**config.mk**
```make
export PLATFORM = sky130hd
export DESIGN_NAME = mrs_slave_port
export DESIGN_NICKNAME = d
export VERILOG_FILES = /design/src/mrs_pkg.sv /design/src/mrs_uart_rx.sv /design/src/mrs_uart_tx.sv /design/src/mrs_slave_port.sv
export VERILOG_INCLUDE_DIRS = /design/src
export SDC_FILE = /design/constraint.sdc
export NUM_CORES = 2
export LEC_CHECK = 0
export BUFFER_PORTS_ARGS = -buffer_cell sky130_fd_sc_hd__buf_4
export CELL_PAD_IN_SITES_DETAIL_PLACEMENT = 1
export CELL_PAD_IN_SITES_GLOBAL_PLACEMENT = 1
export CORE_AREA = 3 3 330 332
export CTS_BUF_LIST = sky130_fd_sc_hd__clkbuf_4 sky130_fd_sc_hd__clkbuf_8
export CTS_CLUSTER_DIAMETER = 40
export CTS_CLUSTER_SIZE = 8
export DETAILED_ROUTE_END_ITERATION = 12
export DIE_AREA = 0 0 333 335
export GPL_TIMING_DRIVEN = 0
export PLACE_DENSITY_LB_ADDON = 0.1
export SYNTH_ARGS = -nofsm -noshare
export SYNTH_HDL_FRONTEND = slang
export SYNTH_HIERARCHICAL = 1
export SYNTH_SLANG_ARGS = --single-unit
```
**constraint.sdc**
```tcl
create_clock -name CLK -period 10.1 [get_ports CLK]
set_clock_uncertainty 0.05 [all_clocks]
set_input_delay 1.01 -clock CLK [delete_from_list [all_inputs] [get_ports CLK]]
set_output_delay 1.01 -clock CLK [all_outputs]
set_load 0.05 [all_outputs]
```
**src/mrs_cfg.svh**
```systemverilog
// Constants for the serial slave port: offsets, values, field positions, timing
`ifndef MRS_CFG_SVH
`define MRS_CFG_SVH
// Clock
`define MRS_CLK_PERIOD_NS  32'h0000_000A
`define MRS_CLK_HZ         (32'h3B9A_CA00 / `MRS_CLK_PERIOD_NS)
// Line timing: slowest rate, each step doubles it; gap in half characters
`define MRS_BAUD_MIN       32'h0000_012C
`define MRS_GAP_HALFCHARS  32'h0000_0007
`define MRS_CHAR_BITS_LONG 32'h0000_000B
`define MRS_CHAR_BITS_SHRT 32'h0000_000A
// Register offsets
`define MRS_REG_COMM       16'h005A
`define MRS_REG_SRC        16'h0066
`define MRS_REG_SWADR      16'h0067
`define MRS_IREG_ACTIVE    16'h0000
// Reset values and limits
`define MRS_COMM_RST       16'h001B
`define MRS_COMM_MAX       16'h001B
`define MRS_SRC_RST        16'h0000
`define MRS_SRC_MAX        16'h0001
`define MRS_SWADR_RST      16'h0001
// Fields of the communication setting and the source select
`define MRS_COMM_RATE_LSB  2
`define MRS_SRC_SW_BIT     0
// Addresses
`define MRS_ADR_BCAST      8'h00
`define MRS_ADR_UNI_MIN    8'h01
`define MRS_ADR_UNI_MAX    8'h7E
`define MRS_ADR_LIMIT      8'hF7
`define MRS_ADR_RECOVER    8'hF7
`define MRS_SW_RECOVER     4'hD
// Function codes and exceptions
`define MRS_FC_RD_HOLD     8'h03
`define MRS_FC_RD_INPUT    8'h04
`define MRS_FC_OPERATE     8'h05
`define MRS_FC_WR_ONE      8'h06
`define MRS_FC_WR_MANY     8'h10
`define MRS_FC_RD_GEN      8'h14
`define MRS_FC_WR_GEN      8'h15
`define MRS_EXC_FLAG       8'h80
`define MRS_EXC_FUNC       8'h01
`define MRS_EXC_VALUE      8'h03
`define MRS_RD_MAX         16'h007D
// Check code
`define MRS_CRC_INIT       16'hFFFF
`define MRS_CRC_POLY       16'hA001
`endif

```
**src/mrs_pkg.sv**
```systemverilog
// Types shared by the serial slave port
package mrs_pkg;
   typedef enum logic [5:0] {
      ST_HUNT  = 6'h01,
      ST_RECV  = 6'h02,
      ST_CHECK = 6'h04,
      ST_EXEC  = 6'h08,
      ST_SEND  = 6'h10,
      ST_SPARE = 6'h20
   } mrs_state_t;
   typedef enum logic [1:0] {
      RK_READ = 2'h0,
      RK_ECHO = 2'h1,
      RK_EXC  = 2'h2
   } mrs_reply_t;
endpackage : mrs_pkg

```
**src/mrs_uart_rx.sv**
```systemverilog
// Serial character receiver with mid-bit sampling
`timescale 1ns/1ns
module mrs_uart_rx #(
   parameter int CW = 20
) (
   // Clock and reset
   input  wire logic          clk,
   input  wire logic          rst,
   // Line and format
   input  wire logic          rxd,
   input  wire logic [CW-1:0] period,
   input  wire logic          par_en,
   input  wire logic          par_odd,
   // Received character
   output logic               vld,
   output logic [7:0]         data,
   output logic               err,
   output logic               busy
);
   typedef struct packed {
      logic          s1;
      logic          s2;
      logic          bsy;
      logic [CW-1:0] cnt;
      logic [3:0]    bitn;
      logic [7:0]    sh;
      logic          par;
      logic          vld;
      logic          err;
   } mrs_rx_t;
   mrs_rx_t q, n;

   // Sync the line, then walk start, data, parity and stop bits
   always_comb begin
      n = q;
      n.vld = 1'b0;
      n.s1 = rxd;
      n.s2 = q.s1;
      if (!q.bsy) begin
         if (!q.s2) begin
            n.bsy = 1'b1;
            n.cnt = period >> 1;
            n.bitn = 4'h0;
         end
      end else if (q.cnt != '0) begin
         n.cnt = q.cnt - 1'b1;
      end else begin
         n.cnt = period - 1'b1;
         n.bitn = q.bitn + 4'h1;
         if (q.bitn == 4'h0) begin
            n.bsy = !q.s2; // Glitch, not a start bit
         end else if (q.bitn <= 4'h8) begin
            n.sh = {q.s2, q.sh[7:1]}; // RULE8
         end else if (q.bitn == 4'h9 && par_en) begin
            n.par = q.s2;
         end else begin
            n.bsy = 1'b0;
            n.vld = 1'b1;
            n.err = !q.s2 || (par_en && ((^q.sh ^ q.par) != par_odd)); // RULE9
         end
      end
   end

   // State register
   always_ff @(posedge clk) begin
      if (rst) begin
         q <= '0;
         q.s1 <= 1'b1;
         q.s2 <= 1'b1;
      end else begin
         q <= n;
      end
   end

   assign vld = q.vld;
   assign data = q.sh;
   assign err = q.err;
   assign busy = q.bsy;
endmodule : mrs_uart_rx

```
**src/mrs_uart_tx.sv**
```systemverilog
// Serial character transmitter
`timescale 1ns/1ns
module mrs_uart_tx #(
   parameter int CW = 20
) (
   // Clock and reset
   input  wire logic          clk,
   input  wire logic          rst,
   // Character request
   input  wire logic          start,
   input  wire logic [7:0]    data,
   // Format
   input  wire logic [CW-1:0] period,
   input  wire logic          par_en,
   input  wire logic          par_odd,
   input  wire logic          two_stop,
   // Line
   output logic               txd,
   output logic               busy
);
   typedef struct packed {
      logic          bsy;
      logic [CW-1:0] cnt;
      logic [3:0]    bitn;
      logic [3:0]    nb;
      logic [10:0]   sh;
      logic          txd;
   } mrs_tx_t;
   mrs_tx_t q, n;

   // Load a whole character frame, shift it out LSB first
   always_comb begin
      n = q;
      if (!q.bsy) begin
         if (start) begin
            n.bsy = 1'b1;
            n.cnt = period - 1'b1;
            n.bitn = 4'h0;
            n.nb = (par_en || two_stop) ? 4'hB : 4'hA; // RULE9
            n.sh = par_en ? {1'b1, ^data ^ par_odd, data, 1'b0} : {2'h3, data, 1'b0};
            n.txd = 1'b0;
         end
      end else if (q.cnt != '0) begin
         n.cnt = q.cnt - 1'b1;
      end else if (q.bitn + 4'h1 == q.nb) begin
         n.bsy = 1'b0;
         n.txd = 1'b1;
      end else begin
         n.cnt = period - 1'b1;
         n.bitn = q.bitn + 4'h1;
         n.sh = {1'b1, q.sh[10:1]};
         n.txd = q.sh[1];
      end
   end

   // State register
   always_ff @(posedge clk) begin
      if (rst) begin
         q <= '0;
         q.txd <= 1'b1;
      end else begin
         q <= n;
      end
   end

   assign txd = q.txd;
   assign busy = q.bsy;
endmodule : mrs_uart_tx

```
**src/mrs_slave_port.sv**
```systemverilog
// Serial RTU slave port: framing, addressing, check code, register access and replies
// Operation
// RULE1 - Software slave address accepted only within 1 to 126.
// RULE2 - Address zero is broadcast; every station processes it.
// RULE3 - Register 102 chooses switch address or software address.
// RULE4 - Software choice uses the address held in register 103.
// RULE5 - Leftmost switch at D forces address 247.
// RULE6 - Register 90 sets line rate and character format.
// RULE7 - Rates 300 to 19200 baud, doubling each step.
// RULE8 - Characters always carry eight data bits.
// RULE9 - Formats: none/two stop, odd, even, none/one stop.
// RULE10 - Codes 03, 04, 05, 06, 16, 20, 21 are recognised; the port answers 20 and 21 with exception 01 as unsupported.
// RULE11 - Drive the shared pair only while sending, release otherwise.
// RULE12 - Frame is address, function, data, two-byte check code.
// RULE13 - Silence of 3.5 characters separates and delimits frames.
// RULE14 - Address at most 247; answer only our own address.
// RULE15 - Function code 1..127; normal reply echoes it.
// RULE16 - Failed action answered with the code's top bit set.
// RULE17 - Every sent frame ends with a 16-bit check code.
// RULE18 - Bad check code: drop frame, no action, no reply.
// RULE19 - Register values travel high byte first.
// RULE20 - Master reads at most 125 registers at once.
// RULE21 - Check code: reflected A001, start FFFF, low byte first.
// RULE22 - Broadcasts are executed but never answered.
`timescale 1ns/1ns
`include "mrs_cfg.svh"
module mrs_slave_port #(
   parameter int CLK_HZ    = `MRS_CLK_HZ,
   parameter int BUF_DEPTH = 32
) (
   // Clock and reset
   input  wire logic        CLK,
   input  wire logic        RST,
   // Line transceiver
   input  wire logic        LINE_RX,
   output logic             LINE_TX,
   output logic             LINE_DE,
   // Front address switches
   input  wire logic [3:0]  SW_HI,
   input  wire logic [3:0]  SW_LO,
   // Operation command
   output logic             OP_STB,
   output logic [15:0]      OP_CODE,
   // Status
   output logic [7:0]       ACTIVE_ADDR
);
   localparam int          BW    = $clog2(BUF_DEPTH + 1);
   localparam logic [19:0] P_MIN = 20'(CLK_HZ / `MRS_BAUD_MIN);

   typedef struct packed {
      mrs_pkg::mrs_state_t        st;
      logic [3:0]                 hi1;
      logic [3:0]                 hi2;
      logic [3:0]                 lo1;
      logic [3:0]                 lo2;
      logic [15:0]                comm;
      logic [15:0]                src;
      logic [15:0]                swadr;
      logic [7:0]                 act;
      logic [27:0]                gap;
      logic [BW-1:0]              len;
      logic                       bad;
      logic                       ovf;
      logic [15:0]                crc;
      logic [BUF_DEPTH-1:0][7:0]  fb;
      mrs_pkg::mrs_reply_t        rk;
      logic [7:0]                 exc;
      logic                       bcast;
      logic [15:0]                start;
      logic [15:0]                qty;
      logic [15:0]                wk;
      logic [3:0]                 vb;
      logic [8:0]                 idx;
      logic [7:0]                 rlen;
      logic [15:0]                tcrc;
      logic [7:0]                 tdat;
      logic                       go;
      logic                       pend;
      logic                       de;
      logic                       op_stb;
      logic [15:0]                op_code;
   } mrs_regs_t;
   mrs_regs_t q, n;

   logic [2:0]  rate;
   logic [1:0]  fmt;
   logic        par_en;
   logic        par_odd;
   logic        two_stop;
   logic [19:0] per;
   logic [27:0] gap_cyc;
   logic        gap_hit;
   logic        rx_vld;
   logic [7:0]  rx_data;
   logic        rx_err;
   logic        rx_busy;
   logic        tx_busy;
   logic [8:0]  k;
   logic [15:0] ra;
   logic [15:0] rv;
   logic [7:0]  rb;
   logic [7:0]  tb;
   logic [15:0] wa;
   logic [15:0] wv;
   int          vi;
   logic        rearm;
   logic [7:0]  adr;
   logic [7:0]  fc;
   logic [15:0] strt;
   logic [15:0] qy;
   logic        good;

   // One step of the reflected check code over a byte
   function automatic logic [15:0] crc_step(logic [15:0] c, logic [7:0] d);
      logic [15:0] r;
      r = c ^ {8'h00, d};
      for (int i = 0; i < 8; i++) begin
         r = r[0] ? ((r >> 1) ^ `MRS_CRC_POLY) : (r >> 1); // RULE21
      end
      return r;
   endfunction : crc_step

   // Whether a value may be stored at a register offset
   function automatic logic val_ok(logic [15:0] a, logic [15:0] v);
      case (a)
         `MRS_REG_COMM:  val_ok = v <= `MRS_COMM_MAX;
         `MRS_REG_SRC:   val_ok = v <= `MRS_SRC_MAX;
         `MRS_REG_SWADR: val_ok = v >= {8'h00, `MRS_ADR_UNI_MIN} && v <= {8'h00, `MRS_ADR_UNI_MAX}; // RULE1
         default:        val_ok = 1'b1;
      endcase
   endfunction : val_ok

   // Register read for holding and input tables
   function automatic logic [15:0] rd_val(logic [7:0] f, logic [15:0] a);
      if (f == `MRS_FC_RD_INPUT) begin
         rd_val = (a == `MRS_IREG_ACTIVE) ? {8'h00, q.act} : 16'h0000;
      end else begin
         case (a)
            `MRS_REG_COMM:  rd_val = q.comm;
            `MRS_REG_SRC:   rd_val = q.src;
            `MRS_REG_SWADR: rd_val = q.swadr;
            default:        rd_val = 16'h0000;
         endcase
      end
   endfunction : rd_val

   // Line rate and format from the communication setting
   assign rate = q.comm[`MRS_COMM_RATE_LSB+:3]; // RULE6
   assign fmt = q.comm[1:0];
   assign par_en = (fmt == 2'h1) || (fmt == 2'h2); // RULE9
   assign par_odd = (fmt == 2'h1);
   assign two_stop = (fmt == 2'h0);
   assign per = P_MIN >> rate; // RULE7
   assign gap_cyc = 28'((32'(per) * (two_stop || par_en ? `MRS_CHAR_BITS_LONG : `MRS_CHAR_BITS_SHRT)
                    * `MRS_GAP_HALFCHARS) >> 1);
   assign gap_hit = (q.gap >= gap_cyc); // RULE13

   // Request fields held in the frame buffer
   assign adr = q.fb[0];
   assign fc = q.fb[1];
   assign strt = {q.fb[2], q.fb[3]};
   assign qy = {q.fb[4], q.fb[5]};
   assign good = !q.bad && !q.ovf && (q.len >= BW'(4)) && (q.crc == 16'h0000); // RULE18

   // Write address and value for the register being stored
   assign wa = q.start + q.wk;
   assign vi = int'(q.vb) + 2 * int'(q.wk);
   assign wv = (vi + 1 < BUF_DEPTH) ? {q.fb[vi], q.fb[vi+1]} : 16'h0000; // RULE19

   // Reply byte at the current index
   assign k = q.idx - 9'h003;
   assign ra = q.start + 16'(k[8:1]);
   always_comb rv = rd_val(fc, ra);
   always_comb begin
      rb = 8'h00;
      case (q.rk)
         mrs_pkg::RK_READ: begin
            if (q.idx == 9'h000) begin
               rb = adr;
            end else if (q.idx == 9'h001) begin
               rb = fc; // RULE15
            end else if (q.idx == 9'h002) begin
               rb = q.rlen - 8'h03;
            end else begin
               rb = k[0] ? rv[7:0] : rv[15:8]; // RULE19
            end
         end
         mrs_pkg::RK_ECHO: rb = q.fb[q.idx[2:0]];
         mrs_pkg::RK_EXC: begin
            if (q.idx == 9'h000) begin
               rb = adr;
            end else if (q.idx == 9'h001) begin
               rb = fc | `MRS_EXC_FLAG; // RULE16
            end else begin
               rb = q.exc;
            end
         end
         default: rb = 8'h00;
      endcase
   end
   // Check code follows the body, low byte first
   assign tb = (q.idx < 9'(q.rlen)) ? rb : (q.idx == 9'(q.rlen)) ? q.tcrc[7:0] : q.tcrc[15:8]; // RULE17 RULE21

   // Next-state logic of the whole port
   always_comb begin
      n = q;
      rearm = 1'b0;
      n.go = 1'b0;
      n.op_stb = 1'b0;
      n.hi1 = SW_HI;
      n.hi2 = q.hi1;
      n.lo1 = SW_LO;
      n.lo2 = q.lo1;
      // Active address: recovery switch, then software or switch source
      if (q.hi2 == `MRS_SW_RECOVER) begin
         n.act = `MRS_ADR_RECOVER; // RULE5
      end else if (q.src[`MRS_SRC_SW_BIT]) begin
         n.act = q.swadr[7:0]; // RULE3 RULE4
      end else begin
         n.act = {q.hi2, q.lo2}; // RULE3
      end
      // Silence timer since the last line activity
      if (rx_busy) begin
         n.gap = '0;
      end else if (!gap_hit) begin
         n.gap = q.gap + 28'h000_0001;
      end
      case (q.st)
         mrs_pkg::ST_HUNT: begin
            rearm = gap_hit; // RULE13
         end
         mrs_pkg::ST_RECV: begin
            if (rx_vld) begin
               if (int'(q.len) < BUF_DEPTH) begin
                  n.fb[q.len] = rx_data; // RULE12
                  n.len = q.len + BW'(1);
               end else begin
                  n.ovf = 1'b1;
               end
               n.bad = q.bad || rx_err;
               n.crc = crc_step(q.crc, rx_data);
            end else if (q.len != '0 && gap_hit) begin
               n.st = mrs_pkg::ST_CHECK; // RULE13
            end
         end
         mrs_pkg::ST_CHECK: begin
            n.start = strt;
            n.qty = qy;
            n.wk = 16'h0000;
            n.bcast = (adr == `MRS_ADR_BCAST); // RULE2
            n.rk = mrs_pkg::RK_ECHO;
            n.rlen = 8'h06;
            n.exc = `MRS_EXC_FUNC;
            n.st = mrs_pkg::ST_SEND;
            if (!good || adr > `MRS_ADR_LIMIT || (adr != `MRS_ADR_BCAST && adr != q.act)) begin
               rearm = 1'b1; // RULE14 RULE18
            end else begin
               case (fc) // RULE10
                  `MRS_FC_RD_HOLD, `MRS_FC_RD_INPUT: begin
                     if (qy == 16'h0000 || qy > `MRS_RD_MAX) begin
                        n.exc = `MRS_EXC_VALUE; // RULE20
                     end else begin
                        n.rk = mrs_pkg::RK_READ;
                        n.rlen = {qy[6:0], 1'b0} + 8'h03;
                     end
                  end
                  `MRS_FC_OPERATE: begin
                     n.op_stb = 1'b1;
                     n.op_code = strt;
                  end
                  `MRS_FC_WR_ONE: begin
                     n.qty = 16'h0001;
                     n.vb = 4'h4;
                     n.st = mrs_pkg::ST_EXEC; // RULE4 RULE6
                  end
                  `MRS_FC_WR_MANY: begin
                     if (qy == 16'h0000 || int'(q.len) < 9 + 2 * int'(qy)) begin
                        n.exc = `MRS_EXC_VALUE;
                     end else begin
                        n.vb = 4'h7;
                        n.st = mrs_pkg::ST_EXEC;
                     end
                  end
                  default: n.exc = `MRS_EXC_FUNC; // RULE16
               endcase
               if (n.st == mrs_pkg::ST_SEND && n.rk == mrs_pkg::RK_ECHO && !(fc == `MRS_FC_OPERATE)) begin
                  n.rk = mrs_pkg::RK_EXC; // RULE16
                  n.rlen = 8'h03;
               end
            end
         end
         mrs_pkg::ST_EXEC: begin
            if (q.wk == q.qty) begin
               n.st = mrs_pkg::ST_SEND;
            end else if (!val_ok(wa, wv)) begin
               n.rk = mrs_pkg::RK_EXC; // RULE1 RULE16
               n.rlen = 8'h03;
               n.exc = `MRS_EXC_VALUE;
               n.st = mrs_pkg::ST_SEND;
            end else begin
               case (wa)
                  `MRS_REG_COMM:  n.comm = wv; // RULE6
                  `MRS_REG_SRC:   n.src = wv; // RULE3
                  `MRS_REG_SWADR: n.swadr = wv; // RULE4
                  default:        n.comm = q.comm;
               endcase
               n.wk = q.wk + 16'h0001;
            end
         end
         mrs_pkg::ST_SEND: begin
            if (q.bcast) begin
               rearm = 1'b1; // RULE22
            end else begin
               n.de = 1'b1; // RULE11
               if (q.pend && tx_busy) begin
                  n.pend = 1'b0;
               end
               if (!q.go && !q.pend && !tx_busy && q.de) begin
                  if (q.idx == 9'(q.rlen) + 9'h002) begin
                     n.de = 1'b0; // RULE11
                     rearm = 1'b1;
                  end else begin
                     n.go = 1'b1;
                     n.pend = 1'b1;
                     n.tdat = tb;
                     n.idx = q.idx + 9'h001;
                     if (q.idx < 9'(q.rlen)) begin
                        n.tcrc = crc_step(q.tcrc, tb); // RULE17
                     end
                  end
               end
            end
         end
         default: rearm = 1'b1;
      endcase
      // Listen for a new frame with a clean buffer
      if (rearm) begin
         n.st = mrs_pkg::ST_RECV;
         n.len = '0;
         n.bad = 1'b0;
         n.ovf = 1'b0;
         n.crc = `MRS_CRC_INIT;
         n.tcrc = `MRS_CRC_INIT;
         n.idx = 9'h000;
      end
   end

   // State register
   always_ff @(posedge CLK) begin
      if (RST) begin
         q <= '0;
         q.st <= mrs_pkg::ST_HUNT;
         q.comm <= `MRS_COMM_RST;
         q.src <= `MRS_SRC_RST;
         q.swadr <= `MRS_SWADR_RST;
         q.crc <= `MRS_CRC_INIT;
         q.tcrc <= `MRS_CRC_INIT;
      end else begin
         q <= n;
      end
   end

   // Character receiver
   mrs_uart_rx #(.CW(20)) u_rx (
      .clk     (CLK),
      .rst     (RST),
      .rxd     (LINE_RX),
      .period  (per),
      .par_en  (par_en),
      .par_odd (par_odd),
      .vld     (rx_vld),
      .data    (rx_data),
      .err     (rx_err),
      .busy    (rx_busy)
   );

   // Character transmitter
   mrs_uart_tx #(.CW(20)) u_tx (
      .clk      (CLK),
      .rst      (RST),
      .start    (q.go),
      .data     (q.tdat),
      .period   (per),
      .par_en   (par_en),
      .par_odd  (par_odd),
      .two_stop (two_stop),
      .txd      (LINE_TX),
      .busy     (tx_busy)
   );

   assign LINE_DE = q.de;
   assign OP_STB = q.op_stb;
   assign OP_CODE = q.op_code;
   assign ACTIVE_ADDR = q.act;
endmodule : mrs_slave_port

```
# Word-level counts from Yosys, hierarchy flattened
# Cells that the tools add are included.
[classes] n_addsub=18 mul=2 order_cmp=18 n_eq_ne=47 shift=1 muxes=119 bitwise=34 reduce_logical=81
[ops] op="16-bit 2-to-1 mux" n=22
[ops] op="256-bit bitwise mux" n=1
[ops] op="8-bit 2-to-1 mux" n=24
[ops] op="16-bit by 7-bit equality test with 1-bit output, second input constant" n=6
[ops] op="8-bit binary-select mux with 5-bit select" n=2
[ops] op="25-bit 2-to-1 mux" n=3
[ops] op="20-bit by 1-bit subtractor with 20-bit output, second input constant" n=3
[ops] op="16-bit logical NOT" n=3
[ops] op="2-bit inverter with 3-bit output" n=16
[ops] op="16-bit case mux with 3 select lines" n=1
[ops] op="6-bit 2-to-1 mux" n=7
[ops] op="41-bit 2-to-1 mux" n=1
[ops] op="8-bit demux with 5-bit select" n=1
[ops] op="10-bit 2-to-1 mux" n=4
[ops] op="20-bit 2-to-1 mux" n=2
[ops] op="20-bit nonzero test" n=2
[ops] op="32-bit by 7-bit less-than comparator with 1-bit output, second input constant" n=1
[ops] op="16-bit case mux with 2 select lines" n=1
[ops] op="8-bit case mux with 2 select lines" n=2
[ops] op="4-bit AND reduction" n=8
[ops] op="16-bit by 8-bit XOR with 16-bit output" n=2
[ops] op="28-bit by 1-bit adder with 28-bit output, second input constant" n=1
[ops] op="28-bit by 26-bit >= comparator with 1-bit output" n=1
[ops] op="24-bit by 3-bit multiplier with 27-bit output, second input constant" n=1
[ops] op="93 further kinds" n=205
[word_totals] regBits=589 inputBits=11 output_inout_bits=27 elab_cells=399

# Longest topological paths before layout
[depth] ltp_word=28 ltp_mapped=43

# Modules after synthesis
# Netlist, hierarchy kept.
[by_module_without_submodules] mod="mrs_slave_port" instances=1 cells_each=3503 area_each_um2=31655.4 seq_area_each_um2=10029.6
[by_module_without_submodules] mod="mrs_uart_rx" instances=1 cells_each=340 area_each_um2=2750.1 seq_area_each_um2=760.7
[by_module_without_submodules] mod="mrs_uart_tx" instances=1 cells_each=340 area_each_um2=2607.5 seq_area_each_um2=760.7

# Worst setup path after synthesis
# OpenSTA, ideal clock, no wires.
[synth_timing] path_kind="register to register" start="register, netlist name q[474]" end="register, netlist name q[42]" setup_ns=0.122 t_arrival_ns=8.520 slack_ns=1.408 path_stages_with_launch=40 synth_period_minus_slack_ns=8.692 path_cell_list="dfxtp_1 > clkbuf_1 > clkinv_1 > ha_1 > nand2_1 > o21ai_0 > ha_1 > ha_1 > fa_1 > a21o_1 > a21oi_1 > o21bai_1 > a21oi_1 > o21bai_1 > a21oi_1 > nor2b_1 > o21a_1 > o21ai_0 > [... 4 more ...] > ha_1 > ha_1 > o21a_1 > o21ai_0 > a21oi_1 > or4_1 > a31o_2 > a21oi_1 > xor2_1 > ha_1 > o21ai_0 > nand2b_1 > a21oi_1 > o31a_1 > a41oi_1 > or2_2 > or4_1 > o311a_1"

==> metrics.md <==
| Metric | Value |
|---|---|
| Status | `finished with violations` |
| Failing checks | `max-capacitance violations` |
| Fmax | `0.1047 GHz` |
| Number of global-route vias before repair | `33300` |
| Hold Buf Count CTS | `0` |
| CTS root buffer | `clkbuf_8` |
| Width of the die | `333 µm` |
| Period Utilization, post-route | `0.9459` |
| Initial antenna violation count | `7` |
| Clock transition at path regs | `0.06 ns` |
| Drt pass-1 iters | `6` |
| Footprint of the multi-input gates | `23520 µm²` |
| Layout Area Growth over Synthesis | `13.62%` |
| Simple-gate share of the synthesized area | `0.1946` |
| Ys Warns | `6` |
| Endpoints failing setup | `0` |
| Filler cells | `12490` |
| CP arrival | `10.14 ns` |
| Nets@finish | `4563` |
| Hold_sp | `u_rx/n[36]` |
| CP Capture Type | `flop` |
| Synth Area in Adders | `0.07369` |
| Worst path max stage delay | `0.54 ns` |
| Final ANT Viol Nets | `0` |
| Worst-path fanout max | `10` |
| Max_cap viols | `1` |
| Placed cells | `5629` |
| Num CTS Buffers | `120` |
| Layout cells sized above 1 | `0.1296` |
| Leakage | `0.01741 µW` |
| Tightest Pin Transition | `1.461 ns` |
| Power Total | `5506 µW` |
| Cell count after synthesis | `4183` |
| Dpl hpwl | `110500 µm` |
| CTS tree | `done` |
| WL/cell | `24.84 µm` |
| H-Tree Depth | `3` |
| Seq/Total Area, Yosys | `0.3121` |
| Core area | `106600 µm²` |
| GRT overflow | `0` |
| Die area | `111600 µm²` |
| Via count | `32890` |
| Reg2reg setup slack | `0.55 ns` |
| Async SR Flop Fraction | `0` |
| Sink Count | `577` |
| Reg-to-Reg Start | `q[476]` |
| Rel. slew slack | `0.01595` |
| Synthesized area | `37010 µm²` |
| RSZ-0062 raised after global routing | `no` |
| Clk_lat worst skew | `0.80 ns` |
| Compound-Gate Fraction of Synth Area | `0.1370` |
| Max VDD drop | `0.1073 mV` |
| Xor/xnor share of the synthesized area | `0.06196` |
| Die Span Y | `335 µm` |
| Fin. Hold Viols | `0` |
| Largest net degree at the start of global routing | `18` |
| Synth Register Bits | `577` |
| Drt initial violations | `2048` |
| Mux cell area share after synthesis | `0.1660` |
| Top FF cell, synth | `dfxtp_1` |
| PwrDens | `130.9 nW/µm²` |
| Hold endpoint | `u_rx/q[36]` |
| WP data required | `10.69 ns` |
| Remaining DRCs | `0` |
| Hold Crit Depth | `1` |
| Total GRT Usage | `0.2551` |
| Rows | `120` |
| Final Critical Period | `9.553 ns` |
| Post-synth EDFFs | `0` |
| Worst r2r path cells | `39` |
| CTS max path bufs | `3` |
| Slowest CP cell | `or4_1` |
| Most frequent cells in the layout | `dfxtp_1 (574), nor2_1 (563), mux2i_1 (355), nand2_1 (291), a21oi_1 (245)` |
| CP most frequent cell | `a21oi_1` |
| Final WL | `145400 µm` |
| Max-slew violation count | `0` |
| IO Port Bufs | `37` |
| Syn_area_per_cell | `8.848 µm²` |
| Largest family of logic cells by synthesized area | `simple AND/OR/NAND/NOR gates` |
| Most common cell after layout, fill and taps aside | `dfxtp_1` |
| Sequential cell area | `11560 µm²` |
| Initial Util | `0.3472` |
| Post-route insts no fill | `5852` |
| Ports | `38` |
| Crit start category | `flop` |
| Vias per inst | `5.619` |
| First-pass GRT wire length | `217900 µm` |
| Hold Path Class | `flop to flop` |
| RePlAce Congestion | `0.9482` |
| RR Endpoint | `q[42]` |
| CP Class | `flop to flop` |
| Post-synth cell types | `114` |
-- cells in the mapped netlist (all sizes together), types with 16 or more instances --
master	count	area [µm²]
mux4	106	2387
xor2	116	1031
nand4	37	256.5
nor4	62	457.9
o211ai	37	277.8
ha	170	2127
nand3	98	535.5
buf	102	714.4
xnor2	132	1171
and3	27	168.9
clkbuf	188	706.9
mux2	16	180.2
o21a	18	135.1
a31oi	34	212.7
nand2b	47	294.0
o21ai	115	586.8
a21o	43	322.8
nand2	292	1099
inv	155	581.8
and2	53	334.1
mux2i	356	3576
a211oi	43	332.8
nor2b	44	275.3
nor2	569	2141
nor3	96	506.7
dfxtp	577	11550
a22o	17	148.9
a21oi	251	1271
or4	33	259.0
or3	37	231.5
fa	30	600.6
-- critical path: cells and delay by family, from the launching register on --
family	cells	cell delay, ns
AOI/OAI and AO/OA	22	3.98
xor gates and xnor gates	2	0.47
adders and majority gates	6	2.05
buffers and inverters	3	0.76
DFF	1	0.48
and+or+nand+nor	6	1.58
-- flip-flops by register name, indices dropped and copies added, names as in the netlist, 2 cells and up --
name and flops:
adr 8, OP_CODE 16, u_tx/q 36, fmt 2, u_rx/q 26, ACTIVE_ADDR 8, u_rx/data 8, fc 8
n 8, q 449
-- logic make-up after synthesis --
logic type      Yosys count
other cells               1
xor+xnor                252
compound gates          754
fa+ha+maj               200
flops                   577
buf+inv                 449
mux                     478
simple gates           1472
-- cell type report --
type                            instances  area share
Tap cell                             1403     0.04174
Timing Repair Buffer                   44    0.008241
Multi-Input combinational cell       3161      0.5592
Clock inverter                         64     0.01996
Buffer                                289     0.03421
Sequential cell                       577      0.2749
Inverter                              159     0.01434
Antenna cell                            3   0.0001785
Clock buffer                          152     0.04722
-- stage by stage --
stage	TNS, ns	util	setup WS [ns]	area [µm²]	hold slack [ns]
floorplan	0	-	1.408	37030	0.3395
global placement	-109.14	0.3664	-1.738	39060	0.3513
detailed placement	-97.71	0.3666	-1.612	39080	0.3558
CTS	0	0.3937	0.02096	41970	0.3331
global route	0	0.3945	0.04001	42050	0.3416
finish	0	0.3945	0.5467	42060	0.3626
-- layer usage --
metal	routed length (µm)	global-route usage	vias to the layer above	part of all wire
li1	-	-	15330	-
met1	67150	0.3447	16400	0.46
met2	65370	0.4115	886	0.45
met3	8041	0.04947	264	0.055
met4	4776	0.07796	6	0.033
met5	43	0	-	0.00030
-- worst max path at each step --
stage / startpoint / cells after the start / endpoint / slack (ns)
after floorplan: q[474] / 39 / q[42] / 1.41
after global placement: q[474] / 39 / q[40] / -1.74
after detailed placement: q[476] / 39 / q[40] / -1.61
after CTS: q[474] / 41 / q[42] / 0.02
after global routing: q[476] / 39 / q[42] / 0.04
final: q[476] / 39 / q[42] / 0.55
-- what timing repair did --
action / CTS / global route
pin swaps: 0 / 1
setup buffers: 1 / 4
resized for setup: 18 / 17
endpoints found under the setup margin: 80 / 75
-- power breakdown --
group          total (µW)  internal (µW)  switching [µW]
clock network        2920           1720            1200
logic                 275           88.0             187
registers            2310           2290            16.5
total                5510           4100            1410
Power figures use the tool's default switching activity.
